## config.mk

```make
export PLATFORM = sky130hd
export DESIGN_NAME = dcub_unblock
export DESIGN_NICKNAME = d
export VERILOG_FILES = /design/src/include/dcub_pkg.sv /design/src/logic/dcub_channel.sv /design/src/logic/dcub_unblock.sv
export VERILOG_INCLUDE_DIRS = /design/src /design/src/include
export SDC_FILE = /design/constraint.sdc
export NUM_CORES = 1
export LEC_CHECK = 0
export ABC_AREA = 1
export ABC_CLOCK_PERIOD_IN_PS = 2200
export BUFFER_PORTS_ARGS = -buffer_cell sky130_fd_sc_hd__buf_2
export CAP_MARGIN = 30
export CORE_MARGIN = 10
export CORE_UTILIZATION = 54
export DETAILED_ROUTE_END_ITERATION = 12
export PLACE_DENSITY = 0.77
export RECOVER_POWER = 25
export SETUP_SLACK_MARGIN = 0.1
export SYNTH_ARGS = -nofsm -noshare
export SYNTH_HDL_FRONTEND = slang
export SYNTH_SLANG_ARGS = --single-unit
```

## constraint.sdc

```tcl
create_clock -name REF_CLK -period 2.2 [get_ports REF_CLK]
set_clock_uncertainty 0.1 [all_clocks]
set_input_delay 0.33 -clock REF_CLK [delete_from_list [all_inputs] [get_ports REF_CLK]]
set_output_delay 0.33 -clock REF_CLK [all_outputs]
set_load 0.005 [all_outputs]
```

## src/include/dcub_params.svh

```systemverilog
`ifndef DCUB_PARAMS_SVH
`define DCUB_PARAMS_SVH

// clock and power-system timing
`define DCUB_CLK_HZ         20000000
`define DCUB_LINE_HZ        60
`define DCUB_TICKS_PER_CYC  4
`define DCUB_DIV_W          17

// delay settings, in tenths of a power-system cycle, as typically set
`define DCUB_QUAL_DLY_CYC_X10   5
`define DCUB_DIS_DLY_CYC_X10    90
`define DCUB_GUARD_DLY_CYC_X10  100
`define DCUB_DLY_W              8

// apb register map, byte addresses
`define DCUB_ADDR_W         8
`define DCUB_ADDR_CTRL      8'h00
`define DCUB_ADDR_QUAL_DLY  8'h04
`define DCUB_ADDR_DIS_DLY   8'h08
`define DCUB_ADDR_GUARD_DLY 8'h0C
`define DCUB_ADDR_STATE     8'h10
`define DCUB_ADDR_INT_STAT  8'h14
`define DCUB_ADDR_INT_MASK  8'h18

// interrupt event bits: loss1, loss2, block1, block2
`define DCUB_EV_W           4
`define DCUB_STATE_W        9
`define DCUB_SCHEME_W       2

`endif

```

## src/include/dcub_pkg.sv

```systemverilog
`include "dcub_params.svh"

package dcub_pkg;

   typedef enum logic [`DCUB_SCHEME_W-1:0]
   {
      DCUB_SCH_OFF  = 2'b00,
      DCUB_SCH_POTT = 2'b01,
      DCUB_SCH_UB2T = 2'b10,
      DCUB_SCH_UB3T = 2'b11
   } dcub_scheme_type;

   typedef enum logic [1:0]
   {
      DCUB_CH_NORMAL = 2'b00,
      DCUB_CH_LOSS   = 2'b01,
      DCUB_CH_BLOCK  = 2'b10
   } dcub_chan_mode_type;

   typedef struct packed
   {
      logic loss;
      logic combined_unblock_block;
      logic combined_permissive_receive;
   } dcub_chan_out_type;

   typedef struct packed
   {
      logic [`DCUB_DLY_W-1:0] qual_dly;
      logic [`DCUB_DLY_W-1:0] dis_dly;
      logic [`DCUB_DLY_W-1:0] guard_dly;
   } dcub_delays_type;

   typedef struct packed
   {
      dcub_chan_mode_type     mode;
      logic [`DCUB_DLY_W-1:0] qual_cnt;
      logic [`DCUB_DLY_W-1:0] dis_cnt;
      logic [`DCUB_DLY_W-1:0] guard_cnt;
      dcub_chan_out_type      out;
   } dcub_chan_state_type;

   typedef struct packed
   {
      logic [3:0]              sync1;
      logic [3:0]              sync2;
      logic [`DCUB_DIV_W-1:0]  div_cnt;
      logic                    tick;
      dcub_scheme_type         scheme;
      dcub_delays_type         dly;
      logic [`DCUB_EV_W-1:0]   prev_ev;
      logic [`DCUB_EV_W-1:0]   int_stat;
      logic [`DCUB_EV_W-1:0]   int_mask;
      logic [1:0]              combined_permissive_receive;
      logic [1:0]              combined_unblock_block;
      logic                    comb_ubb;
      logic                    comb_combined_permissive_receive;
      logic                    echo_pt;
      logic                    pott_en;
      logic                    irq;
      logic [31:0]             prdata;
      logic                    pready;
      logic                    pslverr;
   } dcub_top_state_type;

endpackage

```

## src/logic/dcub_channel.sv

```systemverilog
`timescale 1ns/100ps
`default_nettype none

module dcub_channel
   import dcub_pkg::*;
(
   // clock and reset
   input  wire logic              clk,
   input  wire logic              rst_n,
   // control
   input  wire logic              enable,
   input  wire logic              tick,
   input  wire dcub_delays_type   dly,
   // synchronised receiver levels
   input  wire logic              permissive,
   input  wire logic              guard_lost,
   // decisions
   output dcub_chan_out_type      chan_out
);

   dcub_chan_state_type st;
   dcub_chan_state_type next_st;
   logic                qual;
   logic                guard_done;

   assign chan_out   = st.out;
   assign guard_done = (st.guard_cnt >= dly.guard_dly);

   always_comb
   begin
      next_st = st;
      qual    = guard_lost & ~permissive;
      if (!enable)
      begin
         next_st = '0;
      end
      else
      begin
         unique case (st.mode)
            DCUB_CH_NORMAL:
            begin
               if (!qual)
               begin
                  next_st.qual_cnt = '0;
               end
               else if (tick)
               begin
                  if (st.qual_cnt >= dly.qual_dly)
                  begin
                     next_st.mode      = DCUB_CH_LOSS;
                     next_st.dis_cnt   = '0;
                     next_st.guard_cnt = '0;
                  end
                  else
                  begin
                     next_st.qual_cnt = `DCUB_DLY_W'(st.qual_cnt + 1'b1);
                  end
               end
            end
            DCUB_CH_LOSS, DCUB_CH_BLOCK:
            begin
               if (st.mode == DCUB_CH_LOSS && tick)
               begin
                  if (st.dis_cnt >= dly.dis_dly)
                  begin
                     next_st.mode = DCUB_CH_BLOCK;
                  end
                  else
                  begin
                     next_st.dis_cnt = `DCUB_DLY_W'(st.dis_cnt + 1'b1);
                  end
               end
               // guard must stay present without a break
               if (guard_lost)
               begin
                  next_st.guard_cnt = '0;
               end
               else if (tick)
               begin
                  if (st.guard_cnt >= dly.guard_dly)
                  begin
                     next_st.mode      = DCUB_CH_NORMAL;
                     next_st.qual_cnt  = '0;
                     next_st.dis_cnt   = '0;
                     next_st.guard_cnt = '0;
                  end
                  else
                  begin
                     next_st.guard_cnt = `DCUB_DLY_W'(st.guard_cnt + 1'b1);
                  end
               end
            end
            default:
            begin
               next_st.mode = DCUB_CH_NORMAL;
            end
         endcase
         next_st.out.loss = (next_st.mode != DCUB_CH_NORMAL);
         next_st.out.combined_unblock_block  = (next_st.mode == DCUB_CH_BLOCK);
         next_st.out.combined_permissive_receive = permissive | next_st.out.loss;
      end
   end

   always_ff @(posedge clk or negedge rst_n)
   begin
      if (!rst_n)
      begin
         st <= '0;
      end
      else
      begin
         st <= next_st;
      end
   end
endmodule

`default_nettype wire

```

## src/logic/dcub_unblock.sv

```systemverilog
// The placing of the registers and the APB interface to the registers are this design's own decisions.
`timescale 1ns/100ps
`default_nettype none

module dcub_unblock
   import dcub_pkg::*;
#(
   parameter int QCYC_CLKS = `DCUB_CLK_HZ / (`DCUB_LINE_HZ * `DCUB_TICKS_PER_CYC)
)
(
   // clock and reset
   input  wire logic                    REF_CLK,
   input  wire logic                    RST_N,
   // apb slave
   input  wire logic                    PSEL,
   input  wire logic                    PENABLE,
   input  wire logic                    PWRITE,
   input  wire logic [`DCUB_ADDR_W-1:0] PADDR,
   input  wire logic [31:0]             PWDATA,
   output logic [31:0]                  PRDATA,
   output logic                         PREADY,
   output logic                         PSLVERR,
   // receiver contacts
   input  wire logic                    CH1_PERMISSIVE_IN,
   input  wire logic                    CH2_PERMISSIVE_IN,
   input  wire logic                    CH1_GUARD_LOST_IN,
   input  wire logic                    CH2_GUARD_LOST_IN,
   // per-channel decisions
   output logic                         CH1_PERMISSIVE_RECEIVE,
   output logic                         CH2_PERMISSIVE_RECEIVE,
   output logic                         CH1_UNBLOCK_BLOCK,
   output logic                         CH2_UNBLOCK_BLOCK,
   // to trip and echo logic
   output logic                         COMBINED_UNBLOCK_BLOCK,
   output logic                         COMBINED_PERMISSIVE_RECEIVE,
   output logic                         ECHO_PERMISSIVE_IN,
   output logic                         POTT_ENABLE,
   // interrupt
   output logic                         IRQ
);

   localparam logic [`DCUB_DIV_W-1:0] DIV_LAST = `DCUB_DIV_W'(QCYC_CLKS - 1);

   localparam logic [`DCUB_DLY_W-1:0] QUAL_DLY_RST =
      `DCUB_DLY_W'((`DCUB_QUAL_DLY_CYC_X10 * `DCUB_TICKS_PER_CYC) / 10);
   localparam logic [`DCUB_DLY_W-1:0] DIS_DLY_RST =
      `DCUB_DLY_W'((`DCUB_DIS_DLY_CYC_X10 * `DCUB_TICKS_PER_CYC) / 10);
   localparam logic [`DCUB_DLY_W-1:0] GUARD_DLY_RST =
      `DCUB_DLY_W'((`DCUB_GUARD_DLY_CYC_X10 * `DCUB_TICKS_PER_CYC) / 10);

   dcub_top_state_type st;
   dcub_top_state_type next_st;
   dcub_chan_out_type  chan_out [2];
   logic [1:0]         chan_en;
   logic [1:0]         pt_sync;
   logic [1:0]         log_sync;
   logic [`DCUB_EV_W-1:0] ev_now;
   logic [`DCUB_EV_W-1:0] ev_rise;
   logic [`DCUB_EV_W-1:0] w1c;
   logic               setup;
   logic               wr_take;

   function automatic logic addr_known(input logic [`DCUB_ADDR_W-1:0] a);
      return a == `DCUB_ADDR_CTRL      || a == `DCUB_ADDR_QUAL_DLY ||
             a == `DCUB_ADDR_DIS_DLY   || a == `DCUB_ADDR_GUARD_DLY ||
             a == `DCUB_ADDR_STATE     || a == `DCUB_ADDR_INT_STAT ||
             a == `DCUB_ADDR_INT_MASK;
   endfunction

   function automatic logic is_unblock(input dcub_scheme_type s);
      return s == DCUB_SCH_UB2T || s == DCUB_SCH_UB3T;
   endfunction

   // sync2 order: {ch2 guard lost, ch1 guard lost, ch2 permissive, ch1 permissive}
   assign pt_sync  = st.sync2[1:0];
   assign log_sync = st.sync2[3:2];

   assign chan_en[0] = is_unblock(st.scheme);
   assign chan_en[1] = (st.scheme == DCUB_SCH_UB3T);

   genvar gi;
   generate
      for (gi = 0; gi < 2; gi++)
      begin : g_chan
         dcub_channel u_chan
         (
            .clk        (REF_CLK),
            .rst_n      (RST_N),
            .enable     (chan_en[gi]),
            .tick       (st.tick),
            .dly        (st.dly),
            .permissive (pt_sync[gi]),
            .guard_lost (log_sync[gi]),
            .chan_out   (chan_out[gi])
         );
      end
   endgenerate

   assign ev_now  = {chan_out[1].combined_unblock_block, chan_out[0].combined_unblock_block, chan_out[1].loss, chan_out[0].loss};
   assign ev_rise = ev_now & ~st.prev_ev;
   assign setup   = PSEL & ~PENABLE;
   assign wr_take = PSEL & PENABLE & st.pready & PWRITE & addr_known(PADDR);
   assign w1c     = (wr_take && PADDR == `DCUB_ADDR_INT_STAT) ?
                    PWDATA[`DCUB_EV_W-1:0] : '0;

   always_comb
   begin
      next_st = st;

      // input synchroniser
      next_st.sync1 = {CH2_GUARD_LOST_IN, CH1_GUARD_LOST_IN,
                       CH2_PERMISSIVE_IN, CH1_PERMISSIVE_IN};
      next_st.sync2 = st.sync1;

      // quarter power-cycle tick
      if (st.div_cnt >= DIV_LAST)
      begin
         next_st.div_cnt = '0;
         next_st.tick    = 1'b1;
      end
      else
      begin
         next_st.div_cnt = `DCUB_DIV_W'(st.div_cnt + 1'b1);
         next_st.tick    = 1'b0;
      end

      // register writes land at the access edge
      if (wr_take)
      begin
         unique case (PADDR)
            `DCUB_ADDR_CTRL:
            begin
               next_st.scheme = dcub_scheme_type'(PWDATA[`DCUB_SCHEME_W-1:0]);
            end
            `DCUB_ADDR_QUAL_DLY:
            begin
               next_st.dly.qual_dly = PWDATA[`DCUB_DLY_W-1:0];
            end
            `DCUB_ADDR_DIS_DLY:
            begin
               next_st.dly.dis_dly = PWDATA[`DCUB_DLY_W-1:0];
            end
            `DCUB_ADDR_GUARD_DLY:
            begin
               next_st.dly.guard_dly = PWDATA[`DCUB_DLY_W-1:0];
            end
            `DCUB_ADDR_INT_MASK:
            begin
               next_st.int_mask = PWDATA[`DCUB_EV_W-1:0];
            end
            default:
            begin
               next_st.scheme = st.scheme;
            end
         endcase
      end

      // sticky events, a new event wins over its clear
      next_st.prev_ev  = ev_now;
      next_st.int_stat = (st.int_stat & ~w1c) | ev_rise;
      next_st.irq      = |(next_st.int_stat & next_st.int_mask);

      // per-channel and merged outputs
      next_st.combined_permissive_receive    = {chan_out[1].combined_permissive_receive, chan_out[0].combined_permissive_receive};
      next_st.combined_unblock_block     = {chan_out[1].combined_unblock_block, chan_out[0].combined_unblock_block};
      next_st.pott_en = is_unblock(st.scheme) || st.scheme == DCUB_SCH_POTT;
      unique case (st.scheme)
         DCUB_SCH_UB2T:
         begin
            next_st.comb_ubb  = chan_out[0].combined_unblock_block;
            next_st.comb_combined_permissive_receive = chan_out[0].combined_permissive_receive;
            next_st.echo_pt   = pt_sync[0];
         end
         DCUB_SCH_UB3T:
         begin
            next_st.comb_ubb  = chan_out[0].combined_unblock_block | chan_out[1].combined_unblock_block;
            next_st.comb_combined_permissive_receive = chan_out[0].combined_permissive_receive & chan_out[1].combined_permissive_receive;
            next_st.echo_pt   = pt_sync[0] & pt_sync[1];
         end
         DCUB_SCH_POTT:
         begin
            next_st.comb_ubb  = 1'b0;
            next_st.comb_combined_permissive_receive = 1'b0;
            next_st.echo_pt   = pt_sync[0];
         end
         DCUB_SCH_OFF:
         begin
            next_st.comb_ubb  = 1'b0;
            next_st.comb_combined_permissive_receive = 1'b0;
            next_st.echo_pt   = 1'b0;
         end
      endcase

      // apb: answer prepared in setup, ready in the first access cycle
      next_st.pready  = setup;
      next_st.pslverr = setup & ~addr_known(PADDR);
      next_st.prdata  = '0;
      if (setup && !PWRITE)
      begin
         unique case (PADDR)
            `DCUB_ADDR_CTRL:
            begin
               next_st.prdata = 32'(st.scheme);
            end
            `DCUB_ADDR_QUAL_DLY:
            begin
               next_st.prdata = 32'(st.dly.qual_dly);
            end
            `DCUB_ADDR_DIS_DLY:
            begin
               next_st.prdata = 32'(st.dly.dis_dly);
            end
            `DCUB_ADDR_GUARD_DLY:
            begin
               next_st.prdata = 32'(st.dly.guard_dly);
            end
            `DCUB_ADDR_STATE:
            begin
               next_st.prdata = 32'({chan_out[1].loss, chan_out[0].loss, st.echo_pt,
                                     st.comb_ubb, st.comb_combined_permissive_receive, st.combined_unblock_block, st.combined_permissive_receive});
            end
            `DCUB_ADDR_INT_STAT:
            begin
               next_st.prdata = 32'(st.int_stat);
            end
            `DCUB_ADDR_INT_MASK:
            begin
               next_st.prdata = 32'(st.int_mask);
            end
            default:
            begin
               next_st.prdata = '0;
            end
         endcase
      end
   end

   always_ff @(posedge REF_CLK or negedge RST_N)
   begin
      if (!RST_N)
      begin
         st               <= '0;
         st.dly.qual_dly  <= QUAL_DLY_RST;
         st.dly.dis_dly   <= DIS_DLY_RST;
         st.dly.guard_dly <= GUARD_DLY_RST;
      end
      else
      begin
         st <= next_st;
      end
   end

   assign PRDATA                      = st.prdata;
   assign PREADY                      = st.pready;
   assign PSLVERR                     = st.pslverr;
   assign CH1_PERMISSIVE_RECEIVE      = st.combined_permissive_receive[0];
   assign CH2_PERMISSIVE_RECEIVE      = st.combined_permissive_receive[1];
   assign CH1_UNBLOCK_BLOCK           = st.combined_unblock_block[0];
   assign CH2_UNBLOCK_BLOCK           = st.combined_unblock_block[1];
   assign COMBINED_UNBLOCK_BLOCK      = st.comb_ubb;
   assign COMBINED_PERMISSIVE_RECEIVE = st.comb_combined_permissive_receive;
   assign ECHO_PERMISSIVE_IN          = st.echo_pt;
   assign POTT_ENABLE                 = st.pott_en;
   assign IRQ                         = st.irq;
endmodule

`default_nettype wire

```

==> reports/metrics.yaml <==
routing:
  avgViaCountPerCell: 5.40
  initialDrtViolationCount: 502
  firstDrtPassIters: 5
  drc_errors: 0
  drt-total-wl_um: 23000
  wl_per_cell_um: 15.8
  drtAntennaViolNets: 0
  vias: 7819
logic_synthesis:
  synth_edf_count: 0
  syn_area_per_cell_um2: 7.89
  synth_cells: 1101
  async_reset_ff_share_pct: 100
  synth.mux.area_fraction_pct: 0
  synthTopCellsByArea: "dfrtp_1 (39%), nand2_1 (11%), ha_1 (8.9%)"
  synth_flop_cell: "dfrtp_1"
  synthXorXnorAreaFrac_pct: 1.61
  synth_simple_gate_area_share_pct: 27.6
  yosysTopAreaCellShare_pct: 38.9
  synth_compound_area_share_pct: 10.1
  synth_fa_ha_area_share_pct: 8.93
  synth_seq_cells: 140
  yosysWarnings: 0
  ys_types: 48
  post-synth-top-area-cell: "dfrtp_1"
  synth_top_family_by_area: "simple AND/OR/NAND/NOR gates"
  synthesis.area_um2: 8690
  synth_seq_area_share_pct: 40.4
setup_path:
  arrival_ns: 2.55
  crit_buf_inv: 4
  path_class: "reg2reg"
  crit_path_top_delay_cell: "dfstp_2"
  slowest_delay_ns: 0.56
  crit_path_end_kind: "register"
  r2r_setup_slack_ns: -0.13
  crit_family: "simple AND/OR/NAND/NOR gates"
  worstPathMaxFanout: 4
  cp_data_required_time_ns: 2.42
  crit_path_cell_trace: "inv_4 > buf_6 > ha_4 > inv_2 > o21bai_1 > nand3_1 > nand3_1 > nand2_1 > nand2_2 > nand2_4 > a21oi_4 > buf_6 > nand3_2 > nand2_2 > nor2_2"
  cp-start-kind: "register"
sta:
  layout_min_cycle_time_ns: 2.33
  final_max_slew_viol_count: 0
  hold_viol_final: 0
  setup_ws_ns: -0.132
  slew_headroom_pct: 29.5
  tns_ns: -2.09
  setup_viol: 31
  fmaxAchievable_ghz: 0.429
  rsz0062_at_grt: "yes"
  worstMarginPinSlew_ns: 1.06
  period_share_pct: 106
finish:
  drive_above_1_share_pct: 26.2
  final_common_cell: "nand2_1"
  layout_common_cells: "nand2_1 (222), inv_1 (137), dfrtp_1 (135)"
  final_util_pct: 67.8
  final_nets: 1331
  diodes: 0
  area_delta_synth_final_pct: 23.6
die:
  die_x_um: 147
  core-area_um2: 15800
  die-area_um2: 21600
  fp-row-count: 46
  start_util_pct: 54.9
  io_pins: 92
  fp.dieH_um: 147
power:
  power_per_cell_area_nw_per_um2: 527
  vdd_ir_drop_max_mv: 0.643
  power_leakage_uw: 0.00533
cts:
  cts_buffers: 17
  clk_latency_ns: 0.43
  htree_levels: 4
  cts_root_buf: "clkbuf_16"
  cts_num_sinks: 140
  path_clk_slew_ns: 0.06
  cts_tree: "done"
  cts_max_path_buffers: 2
placement:
  gp_congestion: 0.922
  dp_hpwl_um: 15700
  port_buffers: 44
grt:
  grt_overflow: 0
  grt_pass1_wl_um: 37200
  grt_max_degree: 47
  first_global_vias: 7655
  antenna_found_initial: 0
  grt_usage_pct: 20.8
min_path:
  hold_class: "in2reg"
outcome:
  status: "complete, but fails checks"
  violations: "setup timing"
flow_run:
  maxCapViolCount: 0
## power breakdown
group | total, uW | switching (uW) | internal [uW]
Combinational | 168 | 124 | 43.9
Clock | 2890 | 1220 | 1670
Sequential | 2590 | 8.19 | 2590
Total | 5650 | 1350 | 4300
## synthesized netlist by cell type (all sizes together), types with 6 or more instances
| library cell | instances |
|---|---|
| nand3 | 59 |
| o21bai | 6 |
| nand4 | 35 |
| ha | 62 |
| nor3 | 32 |
| buf | 46 |
| nor2 | 123 |
| o21ai | 77 |
| inv | 159 |
| xor2 | 11 |
| dfrtp | 135 |
| a21oi | 34 |
| nand2 | 276 |
## area by class of cell
class / instances / area (um^2)
Fill cell: 1229 / 5090
Multi-Input combinational cell: 777 / 4770
Sequential cell: 140 / 3510
Timing Repair Buffer: 123 / 948
Inverter: 160 / 633
Clock buffer: 20 / 467
Tap cell: 216 / 270
Clock inverter: 12 / 125
Timing Repair inverter: 1 / 6.26
## metrics by stage
step	hold WS (ns)	total power, uW	instances	cell area [um^2]	setup slack, ns
CTS	0.0465	5670	1442	10400	0.0189
floorplan	-0.0656	2720	1123	8770	0.103
detailed placement	0.172	2810	1391	9360	-0.130
global placement	0.176	2800	1391	9360	-0.0579
global route	0.0721	5810	1449	10700	-0.261
finish	0.0615	5650	1449	10700	-0.132
## final timing paths
| path | from | end | cells after the start |
|---|---|---|---|
| min | PWDATA[2] | st[57] | 3 |
| min reg2reg | next_st[101] | log_sync[0] | 0 |
| max in group asynchronous | RST_N | g_chan[0].u_chan.st[20] | 3 |
| min in group asynchronous | RST_N | st[45] | 2 |
| max | st[72] | g_chan[0].u_chan.st[17] | 15 |
| max reg2reg | st[72] | g_chan[0].u_chan.st[17] | 15 |
## routing by layer
| layer | vias up | share of wire (%) | GRT usage, % |
|---|---|---|---|
| met4 | 0 | 2.6 | 6.76 |
| met2 | 271 | 49 | 34.0 |
| met5 | - | 0 | 0 |
| met1 | 3732 | 41 | 26.4 |
| li1 | 3769 | - | - |
| met3 | 47 | 7.4 | 5.41 |
## tightest hold or removal path, delay by kind of cell
family / cells / cell delay, ns
AO/OA/AOI/OAI: 1 / 0.06
buffers and inverters: 1 / 0.11
AND/OR/NAND/NOR: 1 / 0.05
## kinds of logic (layout without fill, tap and decap cells)
group           count (synthesis)  after routing
buf+inv                       208            316
other cells                     1             23
xor+xnor                       16             16
compound gates                141            141
fa+ha+maj                      62             62
flops                         140            140
simple gates                  533            535
## registers in the layout, indices dropped and copies added (netlist names)
register and flops:
CH2_PERMISSIVE_RECEIVE 1, PSLVERR 1, g_chan.u_chan.chan_out 6, CH1_UNBLOCK_BLOCK 1, COMBINED_PERMISSIVE_RECEIVE 1, PRDATA 9, log_sync 2, g_chan.u_chan.st 52
CH2_UNBLOCK_BLOCK 1, pt_sync 2, COMBINED_UNBLOCK_BLOCK 1, next_st 4, ECHO_PERMISSIVE_IN 1, PREADY 1, CH1_PERMISSIVE_RECEIVE 1, st 54
IRQ 1, POTT_ENABLE 1
## timing repair
action	4_1_cts	5_1_grt
endpoints found under the hold margin	40	0
buffers inserted	11	5
setup endpoints to repair	56	58
hold buffers	6	0
pin swaps	32	31
cloned	2	3
resized for setup	59	118
(Power assumes the default switching activity.)
